**src/core/oges_pkg.sv**
```systemverilog
package oges_pkg;

	// register byte offsets
	localparam logic [7:0] OFS_RISE_SEL   = 8'h00;
	localparam logic [7:0] OFS_SHUT_SEL   = 8'h04;
	localparam logic [7:0] OFS_STATUS     = 8'h08;
	localparam logic [7:0] OFS_IRQ_CLEAR  = 8'h0C;
	localparam logic [7:0] OFS_IRQ_ENABLE = 8'h10;
	localparam logic [7:0] OFS_SRC_LEVEL  = 8'h14;

	// field positions shared by both selection registers, except BIT_FOUR (rise selection only)
	localparam int BIT_PIN   = 0;
	localparam int BIT_CMP1  = 1;
	localparam int BIT_CMP2  = 2;
	localparam int BIT_CELL  = 3;
	localparam int BIT_FOUR  = 4;
	localparam int NUM_SRC   = 4;

	// status bits
	localparam int ST_RISE   = 0;
	localparam int ST_SHUT   = 1;
	localparam int ST_WIDTH  = 2;

	// reset values
	localparam logic [7:0] RISE_SEL_RST = 8'h00;
	localparam logic [7:0] SHUT_SEL_RST = 8'h00;
	localparam logic [1:0] IRQ_EN_RST   = 2'h0;

	// bus answers
	localparam logic [1:0] RESP_OKAY   = 2'h0;
	localparam logic [1:0] RESP_SLVERR = 2'h2;

endpackage : oges_pkg

```
**src/core/oges_sync.sv**
```systemverilog
`timescale 1ns/1ps
module oges_sync #(
	parameter int WIDTH = 1
) (
	input  wire logic             aclk,
	input  wire logic             aresetn,
	input  wire logic             ce,
	input  wire logic [WIDTH-1:0] async_in,
	output logic      [WIDTH-1:0] sync_out
);
	logic [WIDTH-1:0] meta_q;

	// first stage feeds only the second stage
	always_ff @(posedge aclk)
	begin
		if (!aresetn)
		begin
			meta_q   <= '0;
			sync_out <= '0;
		end
		else if (ce)
		begin
			meta_q   <= async_in;
			sync_out <= meta_q;
		end
	end
endmodule : oges_sync

```
**src/core/oges_top.sv**
```systemverilog
// The register offsets and register access over AXI4-Lite were left to the implementer.
`timescale 1ns/1ps
// Notes on behaviour
// - rise enable 3 admits logic cell one
// - rise enable 2 admits comparator 2
// - rise enable 1 admits comparator 1
// - rise enable 0 admits routed pin
// - cleared rise enable fully blocks its source
// - shutdown enable 3: logic cell two low
// - shutdown enable 2: comparator 2 low
// - shutdown enable 1: comparator 1 low
// - shutdown enable 0: routed pin low
module oges_top (
	input  wire logic        aclk,
	input  wire logic        aresetn,
	input  wire logic        ce,
	input  wire logic [31:0] s_axi_awaddr,
	input  wire logic        s_axi_awvalid,
	output logic             s_axi_awready,
	input  wire logic [31:0] s_axi_wdata,
	input  wire logic [3:0]  s_axi_wstrb,
	input  wire logic        s_axi_wvalid,
	output logic             s_axi_wready,
	output logic [1:0]       s_axi_bresp,
	output logic             s_axi_bvalid,
	input  wire logic        s_axi_bready,
	input  wire logic [31:0] s_axi_araddr,
	input  wire logic        s_axi_arvalid,
	output logic             s_axi_arready,
	output logic [31:0]      s_axi_rdata,
	output logic [1:0]       s_axi_rresp,
	output logic             s_axi_rvalid,
	input  wire logic        s_axi_rready,
	input  wire logic        logic_cell_one,
	input  wire logic        logic_cell_two,
	input  wire logic        cmp1_out,
	input  wire logic        cmp2_out,
	input  wire logic        routed_pin,
	input  wire logic        src_four,
	output logic             rise_event,
	output logic             shutdown_req,
	output logic             irq
);
	import oges_pkg::*;

	logic [7:0]          rise_sel_q;
	logic [3:0]          shut_sel_q;
	logic [ST_WIDTH-1:0] status_q;
	logic [ST_WIDTH-1:0] irq_en_q;
	logic                rise_d;
	logic                shutdown_d;
	logic                rise_prev_q;
	logic                shut_prev_q;

	logic [31:0] awaddr_q;
	logic [31:0] wdata_q;
	logic [3:0]  wstrb_q;
	logic        aw_have_q;
	logic        w_have_q;
	logic [31:0] rdata_d;
	logic [1:0]  rresp_d;

	// pin-side inputs pass two flops first
	logic [5:0] raw_src;
	logic [5:0] src_s;
	assign raw_src = {src_four, logic_cell_one, logic_cell_two, cmp2_out, cmp1_out, routed_pin};

	oges_sync #(
		.WIDTH(6)
	) u_sync (
		.aclk     (aclk),
		.aresetn  (aresetn),
		.ce       (ce),
		.async_in (raw_src),
		.sync_out (src_s)
	);

	wire pin_s   = src_s[0];
	wire cmp1_s  = src_s[1];
	wire cmp2_s  = src_s[2];
	wire cell2_s = src_s[3];
	wire cell1_s = src_s[4];
	wire four_s  = src_s[5];

	// rising-event qualification
	wire rise_pin  = rise_sel_q[BIT_PIN]  & pin_s;
	wire rise_cmp1 = rise_sel_q[BIT_CMP1] & cmp1_s;
	wire rise_cmp2 = rise_sel_q[BIT_CMP2] & cmp2_s;
	wire rise_cell = rise_sel_q[BIT_CELL] & cell1_s;
	// source 4 meaning unclear; treated like the others
	wire rise_four = rise_sel_q[BIT_FOUR] & four_s;

	// a cleared enable gates with and, so no glitch can leak through
	assign rise_d = rise_pin | rise_cmp1 | rise_cmp2 | rise_cell | rise_four;

	// shutdown: active when an enabled source is low
	wire shut_pin  = shut_sel_q[BIT_PIN]  & ~pin_s;
	wire shut_cmp1 = shut_sel_q[BIT_CMP1] & ~cmp1_s;
	wire shut_cmp2 = shut_sel_q[BIT_CMP2] & ~cmp2_s;
	wire shut_cell = shut_sel_q[BIT_CELL] & ~cell2_s;

	assign shutdown_d = shut_pin | shut_cmp1 | shut_cmp2 | shut_cell;

	// edge events for status
	wire rise_edge = rise_d & ~rise_prev_q;
	wire shut_edge = shutdown_d & ~shut_prev_q;
	wire [ST_WIDTH-1:0] ev_set = {shut_edge, rise_edge};

	// write path decode
	wire        wr_go     = aw_have_q & w_have_q & ~s_axi_bvalid;
	wire [7:0]  wr_ofs    = awaddr_q[7:0];
	wire        wr_hi_ok  = (awaddr_q[31:8] == 24'h000000);
	wire        wr_rise   = wr_go & wr_hi_ok & (wr_ofs == OFS_RISE_SEL);
	wire        wr_shut   = wr_go & wr_hi_ok & (wr_ofs == OFS_SHUT_SEL);
	wire        wr_clr    = wr_go & wr_hi_ok & (wr_ofs == OFS_IRQ_CLEAR);
	wire        wr_en     = wr_go & wr_hi_ok & (wr_ofs == OFS_IRQ_ENABLE);
	wire        wr_stat   = wr_go & wr_hi_ok & (wr_ofs == OFS_STATUS);
	wire        wr_lvl    = wr_go & wr_hi_ok & (wr_ofs == OFS_SRC_LEVEL);
	wire        wr_mapped = wr_rise | wr_shut | wr_clr | wr_en | wr_stat | wr_lvl;
	wire        lane0     = wstrb_q[0];
	wire [ST_WIDTH-1:0] clr_mask = (wr_clr & lane0) ? wdata_q[ST_WIDTH-1:0] : '0;

	// ready only while ce runs, or a frozen slave would claim a transfer it never takes
	assign s_axi_awready = ~aw_have_q & ce;
	assign s_axi_wready  = ~w_have_q & ce;
	assign s_axi_arready = ~s_axi_rvalid & ce;
	assign irq           = |(status_q & irq_en_q);

	// read decode
	wire [7:0] rd_ofs   = s_axi_araddr[7:0];
	wire       rd_hi_ok = (s_axi_araddr[31:8] == 24'h000000);
	always_comb
	begin
		rdata_d = 32'h00000000;
		rresp_d = RESP_OKAY;
		if (!rd_hi_ok)
			rresp_d = RESP_SLVERR;
		else if (rd_ofs == OFS_RISE_SEL)
			rdata_d = {24'h000000, rise_sel_q};
		else if (rd_ofs == OFS_SHUT_SEL)
			rdata_d = {28'h0000000, shut_sel_q};
		else if (rd_ofs == OFS_STATUS)
			rdata_d = {30'h00000000, status_q};
		else if (rd_ofs == OFS_IRQ_CLEAR)
			rdata_d = 32'h00000000;
		else if (rd_ofs == OFS_IRQ_ENABLE)
			rdata_d = {30'h00000000, irq_en_q};
		else if (rd_ofs == OFS_SRC_LEVEL)
			rdata_d = {26'h0000000, src_s};
		else
			rresp_d = RESP_SLVERR;
	end

	// address and data may arrive in either order
	always_ff @(posedge aclk)
	begin
		if (!aresetn)
		begin
			aw_have_q <= 1'b0;
			w_have_q  <= 1'b0;
			awaddr_q  <= 32'h00000000;
			wdata_q   <= 32'h00000000;
			wstrb_q   <= 4'h0;
		end
		else if (ce)
		begin
			if (s_axi_awvalid && !aw_have_q)
			begin
				aw_have_q <= 1'b1;
				awaddr_q  <= s_axi_awaddr;
			end
			else if (wr_go)
				aw_have_q <= 1'b0;
			if (s_axi_wvalid && !w_have_q)
			begin
				w_have_q <= 1'b1;
				wdata_q  <= s_axi_wdata;
				wstrb_q  <= s_axi_wstrb;
			end
			else if (wr_go)
				w_have_q <= 1'b0;
		end
	end

	always_ff @(posedge aclk)
	begin
		if (!aresetn)
		begin
			s_axi_bvalid <= 1'b0;
			s_axi_bresp  <= RESP_OKAY;
		end
		else if (ce)
		begin
			if (wr_go)
			begin
				s_axi_bvalid <= 1'b1;
				s_axi_bresp  <= wr_mapped ? RESP_OKAY : RESP_SLVERR;
			end
			else if (s_axi_bready)
				s_axi_bvalid <= 1'b0;
		end
	end

	always_ff @(posedge aclk)
	begin
		if (!aresetn)
		begin
			s_axi_rvalid <= 1'b0;
			s_axi_rdata  <= 32'h00000000;
			s_axi_rresp  <= RESP_OKAY;
		end
		else if (ce)
		begin
			if (s_axi_arvalid && !s_axi_rvalid)
			begin
				s_axi_rvalid <= 1'b1;
				s_axi_rdata  <= rdata_d;
				s_axi_rresp  <= rresp_d;
			end
			else if (s_axi_rready)
				s_axi_rvalid <= 1'b0;
		end
	end

	// configuration registers, byte lane 0 only
	always_ff @(posedge aclk)
	begin
		if (!aresetn)
		begin
			rise_sel_q <= RISE_SEL_RST;
			shut_sel_q <= SHUT_SEL_RST[3:0];
			irq_en_q   <= IRQ_EN_RST;
		end
		else if (ce)
		begin
			if (wr_rise && lane0)
				rise_sel_q <= {1'b0, wdata_q[6:0]};
			if (wr_shut && lane0)
				shut_sel_q <= wdata_q[NUM_SRC-1:0];
			if (wr_en && lane0)
				irq_en_q <= wdata_q[ST_WIDTH-1:0];
		end
	end

	// set wins over a same-cycle clear
	always_ff @(posedge aclk)
	begin
		if (!aresetn)
		begin
			status_q    <= '0;
			rise_prev_q <= 1'b0;
			shut_prev_q <= 1'b0;
			rise_event  <= 1'b0;
			shutdown_req <= 1'b0;
		end
		else if (ce)
		begin
			status_q     <= (status_q & ~clr_mask) | ev_set;
			rise_prev_q  <= rise_d;
			shut_prev_q  <= shutdown_d;
			rise_event   <= rise_d;
			shutdown_req <= shutdown_d;
		end
	end
endmodule : oges_top

```
**config.mk**
```make
export PLATFORM = sky130hd
export DESIGN_NAME = oges_top
export DESIGN_NICKNAME = d
export VERILOG_FILES = /design/src/core/oges_pkg.sv /design/src/core/oges_sync.sv /design/src/core/oges_top.sv
export SDC_FILE = /design/constraint.sdc
export NUM_CORES = 1
export LEC_CHECK = 0
export ABC_AREA = 0
export BUFFER_PORTS_ARGS = -buffer_cell sky130_fd_sc_hd__buf_2
export CAP_MARGIN = 30
export CORE_MARGIN = 4
export CORE_UTILIZATION = 45
export DETAILED_ROUTE_END_ITERATION = 8
export GPL_TIMING_DRIVEN = 0
export PLACE_DENSITY = 0.75
export SYNTH_ARGS = -nofsm -noshare
export SYNTH_HDL_FRONTEND = slang
export SYNTH_SLANG_ARGS = --single-unit
```
**constraint.sdc**
```tcl
create_clock -name aclk -period 4.1 [get_ports aclk]
set_clock_uncertainty 0.05 [all_clocks]
set_input_delay 0.41 -clock aclk [delete_from_list [all_inputs] [get_ports aclk]]
set_output_delay 0.41 -clock aclk [all_outputs]
set_load 0.03 [all_outputs]
```
Word-level counts from Yosys, hierarchy flattened
Cells that the tools add are included.
- flip-flop bits (word level): 109
- bits of input ports: 114
- output and inout bits: 44
- word-level logic and storage cells: 130
- equal/unequal tests: 10
- muxes and demuxes: 23
- bitwise gates (word level): 50
- reductions and logical operators: 29
- operators by type and width (cell ; number):
    $logic_not 24->1 ; 2
    $eq 8x4->1 const B ; 4
    $eq 8x5->1 const B ; 4
    $mux 6 ; 5
    $and 1x1->1 ; 24
    $reduce_and 2->1 ; 11
    $mux 2 ; 9
    $eq 8x3->1 const B ; 2
    $logic_not 8->1 ; 2
    $mux 7 ; 2
    $or 1x1->1 ; 12
    $not 1->1 ; 10
    $reduce_bool 2->1 ; 4
    $mux 1 ; 7
    $logic_and 1x1->1 ; 6
    $and 2x2->2 ; 2
    $logic_not 1->1 ; 3
    $not 2->2 ; 1
    $or 2x2->2 ; 1
    $reduce_or 2->1 ; 1

Logic depth before layout (Yosys ltp)
Gate-level depths: netlist of run 1.
- depth in word-level cells: 10
- mapped depth: 6

Hierarchy
A second synthesis of run 1 with hierarchy kept.
- cell total of the unflattened synthesis: 428
- area, all modules: 3809.9 µm²
- modules (own cells, without submodules) (module ; times used ; cells an instance ; area an instance (µm²) ; seq. area each (µm²)):
    oges_top ; 1 ; 390 ; 3359.5 ; 1401.3
    oges_sync ; 1 ; 38 ; 450.4 ; 240.2

Worst setup path after synthesis of run 1
No wires, ideal clock.
- path kind: input to output
- start point: in ce
- end point: out s_axi_arready
- arrival time: 1.517 ns
- setup slack: 2.123 ns
- stages on the path: 3
- path through: clkbuf_1 -> clkbuf_1 -> nor2b_1
- cells in the longest elaborated chain, start to end: 1
- RTL lines (item ; RTL line ; RTL):
    start: declaration ; oges_top.sv:16 ; input wire logic ce,
    $and 1x1->1 ; oges_top.sv:126 ; assign s_axi_arready = ~s_axi_rvalid & ce;
    end: declaration ; oges_top.sv:29 ; output logic s_axi_arready,
No other way between the ends.

Worst setup path after layout of run 1
Ends and elaborated chain as after synthesis.

==> impl.org, run 1 <==
** Clocking
- The tree built by TritonCTS fans out to between 80 and 90 sinks.
- # H-tree levels :: 3
- CTS tree :: built
- Deepest clock path buffer count :: 2
- Cts hold-fix bufs :: 0
- # resized after CTS :: 0
- Clock latency on the worst-skew pair, taken at its later pin, is 360 ps.
- Once the clock tree was built, the setup fixing pass inserted 0 buffers.
- Clock-pin slew was measured on the worst setup and hold paths at 90 ps.
- CTS placed an instance of sky130_fd_sc_hd__clkbuf_8 at the clock tree root.
- Number of buffers created by CTS :: 9

** Die
- Boundary pin count :: roughly 160
- The initial utilization of the core area, before any placement, comes to about 47%.
- In this run the vertical extent of the chip is between 100 and 150 µm.
- Die footprint :: 10200 µm²
- Area of the core region :: a little over 8000 µm²
- Number of rows in the core area :: 33
- The floorplan step set the die width to between 100 and 150 µm.

** Route
- Vias after detailed routing :: approximately 3400
- In the final routed layout, each cell accounts on average for 13.5 µm.
- Number of search-and-repair iterations in the first detailed-routing pass :: 4
- Detail Route Antenna Nets :: 0
- Summed over all layers, the routed wires come to 9.29 mm.
- Iteration-0 DRC count of the detailed router :: 136
- Residual DRC count :: 0
- Avg Vias per Cell :: between 4 and 5

** Yosys
- By area, the combinational part of the netlist is dominated by simple AND/OR/NAND/NOR gates.
- In the synthesized netlist the async set-or-reset flop fraction comes to 0%.
- Register bit count reported by yosys :: 82
- After Yosys synthesis, XOR and XNOR cells account for 0% of the synthesized area.
- Of the total synthesized cell area, the portion taken by full adders, half adders and majority gates is 0%.
- After synthesis, the share of cell area in mux cells is roughly 8.1%.
- Synthesis handed over a netlist of 442 instances.
- Average size of a mapped cell :: about 9 µm²
- Yosys mapped a number of flops with a built-in enable equal to 0.
- Syn Std Cell Area :: a little under 4000 µm²
- Summing the areas of all compound-gate instances in the mapped netlist gives between 10% and 20% of the synthesized area.
- The most used flip-flop cell after synthesis is sky130_fd_sc_hd__dfxtp_1.
- During synthesis, Yosys emitted a total of 0 warnings.
- Number of unique standard cell types used by synthesis :: 37
- Of the total synthesized cell area, the portion taken by AND, OR, NAND and NOR gates is between 20% and 30%.
- Sequential element share of the synthesized area :: ~42%

** Place
- Global placement routability congestion :: around 0.86
- During placement, the flow inserted port buffers numbering 100.
- Including well taps, the total number of placed cells is slightly below 700.
- Timing analysis after detailed placement gives a worst setup slack of 1910 ps.
- DP Wirelength :: around 7.5 mm

** GRT
- Number of global-route vias before repair :: approximately 3100
- Total gr overflow :: 0
- Number of antenna violations at the first check in global routing :: 0
- Entering global routing, the biggest net connects 16 pins.
- All-layer global routing usage :: between 15 and 20%
- The first global-routing pass estimated 14.6 mm of wire.

** Timing
- At the pin with the least slew margin, the transition time is slightly below 700 ps.
- Worst slew margin relative to its limit :: between 50% and 60%
- Aggregate negative setup slack :: 0 ps
- Setup violations remaining at the end of the flow were counted as 0.
- Across all setup checks in the final design, the least slack found is 1890 ps.
- Derived from the worst setup path, the maximum achievable clock frequency is around 450 MHz.
- Setup repair after global routing left no endpoint under its margin.
- Worst hold slack :: approximately 240 ps
- Share of the clock period used by the worst path after layout :: 53.9%
- The number of hold violations in the final report was 0.
- The max-slew violation count is 0.
- Min cycle time layout :: 2210 ps

** Worst setup path
- For this run, the slowest stage of the critical path takes around 500 ps.
- Cell-by-cell listing of the critical path :: buf_2 > clkbuf_1 > clkbuf_1 > nor2b_1 > buf_2
- Along the worst path, the maximum fanout reaches 10.
- The kind of cell with the highest combined delay along the critical path is buffers and inverters.
- For this design, the slowest cell found on the critical path is sky130_fd_sc_hd__clkbuf_1.
- Crit path buf inv count :: 4
- Critical Path Sink Type :: primary output
- Type of the worst setup path :: in2out
- For the worst setup path, the data arrival time is between 1500 and 2000 ps.
- WP data required :: 3640 ps
- Critical Path Start Type :: input pin

** Layout
- Final antenna diode count :: 0
- Relative to the synthesized area, the layout overhead comes to 24.3%.
- Leaving out filler cells and counting taps, the final layout contains around 690.
- Nets :: slightly below 700
- The post-route netlist has 27.4% of its cells at a drive strength greater than 1.

** Power and ir drop
- Power density cells :: about 360 nW/µm²
- The worst-case IR drop observed on VDD is approximately 150 µV.
- Leakage component of the power :: roughly 0.0020 µW

** Hold path
- In this run the worst hold path is classified as in2reg.

** Run
- Max-cap violations in this run came to 0.

** Run status
- The flow ran to the end, and the final reports show no timing, DRC or antenna violations.
final timing paths:
| check | startpoint | end | slack [ps] | depth (start not counted) |
|---|---|---|---|---|
| worst min-delay path | s_axi_awaddr[18] | awaddr_q[18]$_SDFFE_PN0P_ | 240 | 3 |
| worst min register to register | s_axi_rdata[1]$_SDFFE_PN0P_ | s_axi_rdata[1]$_SDFFE_PN0P_ | 410 | 2 |
| worst max register to register | awaddr_q[6]$_SDFFE_PN0P_ | rise_sel_q[2]$_SDFFE_PN0P_ | 2130 | 4 |
| worst max-delay path | ce | s_axi_arready | 1890 | 5 |
worst reg2reg max path, stage by stage (launching register included):
cell                      delay, ps
sky130_fd_sc_hd__dfxtp_1        320
sky130_fd_sc_hd__nor4_1         300
sky130_fd_sc_hd__nand2_1        250
sky130_fd_sc_hd__nor4_4         700
sky130_fd_sc_hd__mux2i_1        280
per-layer routing:
metal,vias to the layer above,routed length (µm),track usage [%]
li1,1745,-,-
met5,-,0,0
met3,15,823,3.94
met4,0,191,9.22
met2,142,4470,31.5
met1,1529,3800,20.9
cell type report:
type,instances,area (µm²)
clock buffers,10,138
repair buffers,100,500
fillers,759,3480
well taps,105,131
multi-input cells,335,2040
clock inverters,6,73.8
inverters,2,7.51
flip-flops and latches,82,1640
plain buffers,49,288
placed cells by master, fill, tap and decap left out, drive strengths merged:
cell type / instances
clkbuf: 30
nand4b: 1
a22oi: 1
mux2i: 27
o221a: 1
nor4: 23
or2: 2
a21oi: 6
and3b: 2
nor2: 7
a211oi: 1
clkinv: 3
a222oi: 1
nand2b: 2
a22o: 3
o21ai: 9
nor2b: 26
or3: 3
nand4: 8
nor3: 2
nand2: 114
o41ai: 1
nand3: 11
o31ai: 2
conb: 27
a21boi: 44
inv: 4
and2: 5
buf: 129
bufinv: 1
o2bb2ai: 2
o211a: 2
dfxtp: 82
mux4: 2
kinds of logic after synthesis:
group,after synthesis
simple gates,206
flops,82
compound gates,73
buf+inv,51
mux,29
other cells,1
through the flow:
stage	cell area (µm²)	util [%]	total power, µW
finish	4820	58.0	1710
global route	4820	58.0	1780
CTS	4820	58.0	1720
detailed placement	4610	55.5	1110
global placement	4610	55.5	1110
floorplan	3970	-	1030
power by group:
part           switching, µW  total [µW]  internal [µW]  leakage (µW)
combinational            144         249            105       0.00124
sequential              21.9         846            824      0.000668
clock                    312         618            306      0.000107
synthesized netlist by cell type, types with 3 or more instances:
master | number | area share (%)
sky130_fd_sc_hd__a22o_1 | 3 | 0.68
sky130_fd_sc_hd__and2_1 | 5 | 0.81
sky130_fd_sc_hd__nand3_1 | 11 | 1.4
sky130_fd_sc_hd__nor2_1 | 7 | 0.68
sky130_fd_sc_hd__nor2b_1 | 26 | 4.2
sky130_fd_sc_hd__nand2_1 | 114 | 11
sky130_fd_sc_hd__nor4_1 | 15 | 2.4
sky130_fd_sc_hd__nand4_1 | 7 | 1.1
sky130_fd_sc_hd__nor4_4 | 5 | 2.7
sky130_fd_sc_hd__clkbuf_1 | 20 | 1.9
sky130_fd_sc_hd__a21oi_1 | 6 | 0.77
sky130_fd_sc_hd__nor4_2 | 3 | 0.97
sky130_fd_sc_hd__mux2i_1 | 27 | 7.0
sky130_fd_sc_hd__a21boi_0 | 44 | 8.5
sky130_fd_sc_hd__or3_1 | 3 | 0.48
sky130_fd_sc_hd__buf_4 | 27 | 5.2
sky130_fd_sc_hd__dfxtp_1 | 82 | 42
sky130_fd_sc_hd__o21ai_0 | 9 | 1.2
sequential cells by signal, indices dropped and copies added (netlist names), 2 cells and up:
name and count:
awaddr_q 32, rise_sel_q 7, u_sync.meta_q 6, wdata_q 7, status_q 2, s_axi_rdata 7, shut_sel_q 4, irq_en_q 2
u_sync.sync_out 6
No activity file was read; power rests on OpenSTA's default activity.
==> inputs of run 2 (changes only) <==
--- a/config.mk
+++ b/config.mk
@@ -5,14 +5,14 @@
 export SDC_FILE = /design/constraint.sdc
 export NUM_CORES = 1
 export LEC_CHECK = 0
-export ABC_AREA = 0
+export ABC_AREA = 1
 export BUFFER_PORTS_ARGS = -buffer_cell sky130_fd_sc_hd__buf_2
 export CAP_MARGIN = 30
 export CORE_MARGIN = 4
 export CORE_UTILIZATION = 45
 export DETAILED_ROUTE_END_ITERATION = 8
 export GPL_TIMING_DRIVEN = 0
-export PLACE_DENSITY = 0.75
+export PLACE_DENSITY = 0.76
 export SYNTH_ARGS = -nofsm -noshare
 export SYNTH_HDL_FRONTEND = slang
 export SYNTH_SLANG_ARGS = --single-unit
==> constraint.sdc (replaced) <==
create_clock -name aclk -period 2.25 [get_ports aclk]
set_clock_uncertainty 0.05 [all_clocks]
set_input_delay 0.225 -clock aclk [delete_from_list [all_inputs] [get_ports aclk]]
set_output_delay 0.225 -clock aclk [all_outputs]
set_load 0.03 [all_outputs]
==> impl.org, run 2 <==
** Place
- The estimated wirelength of the detail-placed design was 7.15 mm (was 7.46 mm).
- The placer's final routability congestion estimate came to 0.861 (was 0.858).
- The count of port buffers added during placement came to 100 (unchanged).
- The cell count after placement was 743 (was 673).

** GRT
- Maximum number of pins on one net before global-route repair :: 15 (was 16)
- The number of antenna violations at the first check in global routing came to 0 (unchanged).
- The number of global-route vias before repair was 3330 (was 3112).
- Total gr overflow :: 0 (unchanged)
- The wire length of the first global-routing pass is 14.7 mm (was 14.6 mm).
- All-layer global routing usage :: 18.4% (was 18.2%)

** Worst setup path
- Cell-by-cell listing of the critical path: nor2_2 > buf_2 > buf_2 (was buf_2 > clkbuf_1 > clkbuf_1 > nor2b_1 > buf_2).
- The largest driver fanout on the critical path is 10 (unchanged).
- R2r startpoint :: awaddr_q[18]$_SDFFE_PN0P_ (was awaddr_q[6]$_SDFFE_PN0P_)
- WP data required :: 1980 ps (was 3640 ps)
- The kind of critical path is reg2out (was in2out).
- Crit-path most repeated cell :: sky130_fd_sc_hd__buf_2
- The depth of the most critical reg-to-reg path was 9 (was 4).
- Slowest library cell on the worst path :: sky130_fd_sc_hd__dfxtp_1 (was sky130_fd_sc_hd__clkbuf_1)
- The arrival time of data at the critical path endpoint is 1480 ps (was 1750 ps).
- The worst reg-to-reg setup slack came to 700 ps (was 2130 ps).
- The element type at the critical path end is a primary output (unchanged).
- The number of buffers and inverters on the critical path is 2 (was 4).
- The endpoint of the worst-slack reg-to-reg timing path is rise_sel_q[4]$_SDFFE_PN0P_ (was rise_sel_q[2]$_SDFFE_PN0P_).
- The critical path's top delay family is buffers and inverters (unchanged).
- The type of element launching the critical path was a register (was input pin).
- The delay of the slowest cell on the worst path was 330 ps (was 500 ps).

** Yosys
- The simple logic cell fraction of the synthesized area is 25.3% (was 28.1%).
- Synth Area in Compound Gates :: 18.8% (was 13.7%)
- The total of flip-flops plus latches after synthesis was 82 (unchanged).
- Predominant post-synthesis flop cell :: sky130_fd_sc_hd__dfxtp_1 (unchanged)
- Async set-or-reset flop fraction in the synthesized netlist :: 0% (unchanged)
- Cell types with the highest counts after synthesis :: sky130_fd_sc_hd__nand2_1, sky130_fd_sc_hd__dfxtp_1, sky130_fd_sc_hd__a21oi_1 (was sky130_fd_sc_hd__nand2_1, sky130_fd_sc_hd__dfxtp_1, sky130_fd_sc_hd__a21boi_0)
- Syn Std Cell Area :: 3770 µm² (was 3880 µm²)
- The adder-cell share of the synthesized area is 0% (unchanged).
- The fraction of post-synthesis cell area in the top cell type by area came to 43.5% (was 42.3%).
- The mean instance size in the synthesized netlist came to 7.37 µm² (was 8.77 µm²).
- The largest family of logic cells by synthesized area was simple AND/OR/NAND/NOR gates (unchanged).
- Sequential element share of the synthesized area :: 43.5% (was 42.3%)
- The most instantiated library cell after synthesis is sky130_fd_sc_hd__nand2_1 (unchanged).
- The number of warnings issued by yosys was 0 (unchanged).
- The library cell occupying the most area in the post-synthesis netlist was sky130_fd_sc_hd__dfxtp_1 (unchanged).
- Mux share of post-synthesis cell area :: 0% (was 8.13%)
- The number of flops mapped to enable cells by yosys was 0 (unchanged).
- Number of unique standard cell types used by synthesis :: 33 (was 37)
- The number of standard cells after synthesis was 512 (was 442).
- Top cells by area, synth :: sky130_fd_sc_hd__dfxtp_1, sky130_fd_sc_hd__a21oi_1, sky130_fd_sc_hd__nand2_1 (was sky130_fd_sc_hd__dfxtp_1, sky130_fd_sc_hd__nand2_1, sky130_fd_sc_hd__a21boi_0)
- Synthesized-area fraction occupied by xor and xnor cells :: 0% (unchanged)

** Power and ir drop
- The power density of the placed cells came to 668 nW/µm² (was 356 nW/µm²).
- Part of the power in combinational logic :: 14.1% (was 14.5%)
- Clock share of power :: 36.9% (was 36.1%)
- Reported net switching power :: 850 µW (was 479 µW)
- The internal power summed over all cells came to 2300 µW (was 1230 µW).
- The portion of total power attributed to sequential cells is 49.0% (was 49.4%).
- Switching share of power :: 27.0% (was 27.9%)
- Max IR drop VDD :: 457 µV (was 155 µV)
- Leakage component of the power :: 0.00211 µW (was 0.00201 µW)

** Clocking
- The number of setup buffers added after CTS was 0 (unchanged).
- # H-tree levels :: 3 (unchanged)
- Later-pin clock latency in the skew report :: 350 ps (was 360 ps)
- The TritonCTS clock tree is built (unchanged).
- CTS root buffer :: sky130_fd_sc_hd__clkbuf_8 (unchanged)
- The number of buffers added to fix hold violations after cts is 0 (unchanged).
- Sinks on the clock net :: 82 (unchanged)
- The number of clock buffers inserted by TritonCTS is 9 (unchanged).
- # resized after CTS :: 0 (unchanged)
- The clock transition at the register clock pins on the worst setup and hold paths after CTS was 80 ps (was 90 ps).
- The largest buffer count on any clock path is 2 (unchanged).

** Route
- The DRC violations left came to 0 (unchanged).
- Detail Route Antenna Nets :: 0 (unchanged)
- The total vias in the final route was 3657 (was 3431).
- The DRC marker count from the first detailed-route iteration is 208 (was 136).
- Total Wirelength :: 9.19 mm (was 9.29 mm)
- The final routed wire length divided by cell count was 12.1 µm (was 13.5 µm).
- The average vias per placed instance came to 4.82 (was 4.98).
- Number of search-and-repair iterations in the first detailed-routing pass :: 5 (was 4)

** Hold path
- Instance count along the most critical hold path :: 3 (unchanged)
- The classification of the worst-slack hold path was in2reg (unchanged).
- The endpoint with the worst hold slack is u_sync.meta_q[1]$_SDFFE_PN0P_ (was awaddr_q[18]$_SDFFE_PN0P_).
- Worst Min Path Start :: cmp1_out (was s_axi_awaddr[18])

** Timing
- Slew at the pin closest to its max-slew limit :: 560 ps (was 672 ps)
- Unrepaired setup endpoints after global routing :: false (unchanged)
- Share of the clock period used by the worst path after layout :: approximately four fifths
- The total setup violations reported at the end of the flow is 0 (unchanged).
- Pins over their slew limit :: 0 (unchanged)
- Min cycle time layout :: roughly 1800 ps
- Fmax :: 569 MHz
- The number of hold violations in the final report is 0 (unchanged).
- The final setup TNS came to 0 ps (unchanged).
- The relative max-transition margin was 62.7% (was 54.9%).

** Die
- The die span in y is 99.6 µm (was 101 µm).
- Boundary pin count :: 158 (unchanged)
- The initial standard-cell utilization of the core came to 46.2% (was 46.7%).
- Die footprint :: 9920 µm² (was 10200 µm²)
- The number of standard-cell rows in the floorplan came to 33 (unchanged).
- The die span in x came to 99.6 µm (was 101 µm).
- Area of the core region :: 8180 µm² (was 8300 µm²)

** Layout
- The flip-flop count of the largest register after layout is 32 (unchanged).
- Most frequent standard cell in the layout excluding fill and tap cells :: sky130_fd_sc_hd__buf_2 (was sky130_fd_sc_hd__nand2_1)
- The sequential standard cell area was 1640 µm² (unchanged).
- Share of layout cells above drive strength 1 :: 26.8% (was 27.4%)
- Finished Layout Cells :: 759 (was 689)
- The number of nets in the layout was 763 (was 693).
- The number of filler cells placed in the layout came to 767 (was 759).
- Final antenna diode count :: 0 (unchanged)
- The area growth from synthesis to final layout is 25.1% (was 24.3%).
- Register with the highest flop count :: awaddr_q (unchanged)
- Highest-count cells in the layout ignoring fill and taps: sky130_fd_sc_hd__buf_2, sky130_fd_sc_hd__nand2_1, sky130_fd_sc_hd__dfxtp_1 (was sky130_fd_sc_hd__nand2_1, sky130_fd_sc_hd__buf_2, sky130_fd_sc_hd__dfxtp_1).
- The area of combinational cells with multiple inputs came to 1770 µm² (was 2040 µm²).

** Run
- Reported max-cap violation count :: 0 (unchanged)

** Run status
- Run status: finished clean (unchanged).
## run 2: cell count changes after synthesis, sizes merged, moves of 8 or more
cell	change
a21oi	+69
nor2	+54
a21boi	-44
inv	+40
nand3	+31
mux2i	-27
nand2	-27
nor2b	-26
nor4	-23
o21ai	+21
o21a	+11
buf	+8
clkbuf	-8
## run 2: cell families after synthesis
| kind of cell | Yosys count |
|---|---|
| other cells | 1 |
| compound gates | 129 |
| buf+inv | 91 |
| simple gates | 209 |
| flops | 82 |
## run 2: worst max path at each step
| stage | slack, ps | cells past startpoint | start | to |
|---|---|---|---|---|
| 6_report | 490 | 3 | aw_have_q$_SDFFE_PN0P_ | s_axi_awready |
| 5_1_grt | 380 | 3 | aw_have_q$_SDFFE_PN0P_ | s_axi_awready |
| 3_5_place_dp | 610 | 7 | ce | awaddr_q[3]$_SDFFE_PN0P_ |
| 4_1_cts | 470 | 3 | aw_have_q$_SDFFE_PN0P_ | s_axi_awready |
| 3_3_place_gp | 610 | 7 | ce | awaddr_q[3]$_SDFFE_PN0P_ |
| 2_1_floorplan | 700 | 7 | s_axi_rvalid$_SDFFE_PN0P_ | s_axi_rdata[0]$_SDFFE_PN0P_ |
## run 2: power by group through the flow
stage               clock network, µW  registers [µW]  logic [µW]
floorplan                           0            1570         305
global placement                    0            1580         433
detailed placement                  0            1580         442
CTS                              1190            1540         443
global route                     1250            1550         493
finish                           1170            1550         444
## run 2: cell type report
| cell class | instances | area share [%] |
|---|---|---|
| sequential | 82 | 34.8 |
| multi-input combinational | 365 | 37.4 |
| buffer | 49 | 6.52 |
| inverter | 42 | 3.34 |
| clock buffer | 10 | 2.70 |
| clock inverter | 6 | 1.91 |
| tap | 105 | 2.78 |
| timing repair buffer | 100 | 10.6 |
## run 2: through the flow
stage | utilization (%) | area (µm²) | setup slack, ps | total power (µW) | hold slack [ps]
after floorplan | - | 3870 | 696 | 1880 | 310
after global placement | 55.1 | 4500 | 614 | 2010 | 390
after detailed placement | 55.1 | 4500 | 612 | 2020 | 402
after CTS | 57.8 | 4720 | 473 | 3180 | 39.2
after global routing | 57.8 | 4720 | 378 | 3290 | 56.9
final | 57.8 | 4720 | 493 | 3150 | 45.7
## run 2: metal layers
metal  GRT usage [%]  up-vias  wire length, µm
met5               0        -                0
met4            8.51        0              236
met3            4.14       20              721
met2            30.9      136             4430
met1            22.4     1590             3800
li1                -     1911                -
## run 2: tightest hold or removal path, delay by kind of cell
| family | cells | cell delay (ps) |
|---|---|---|
| buf+inv | 1 | 70 |
| simple gates | 2 | 110 |
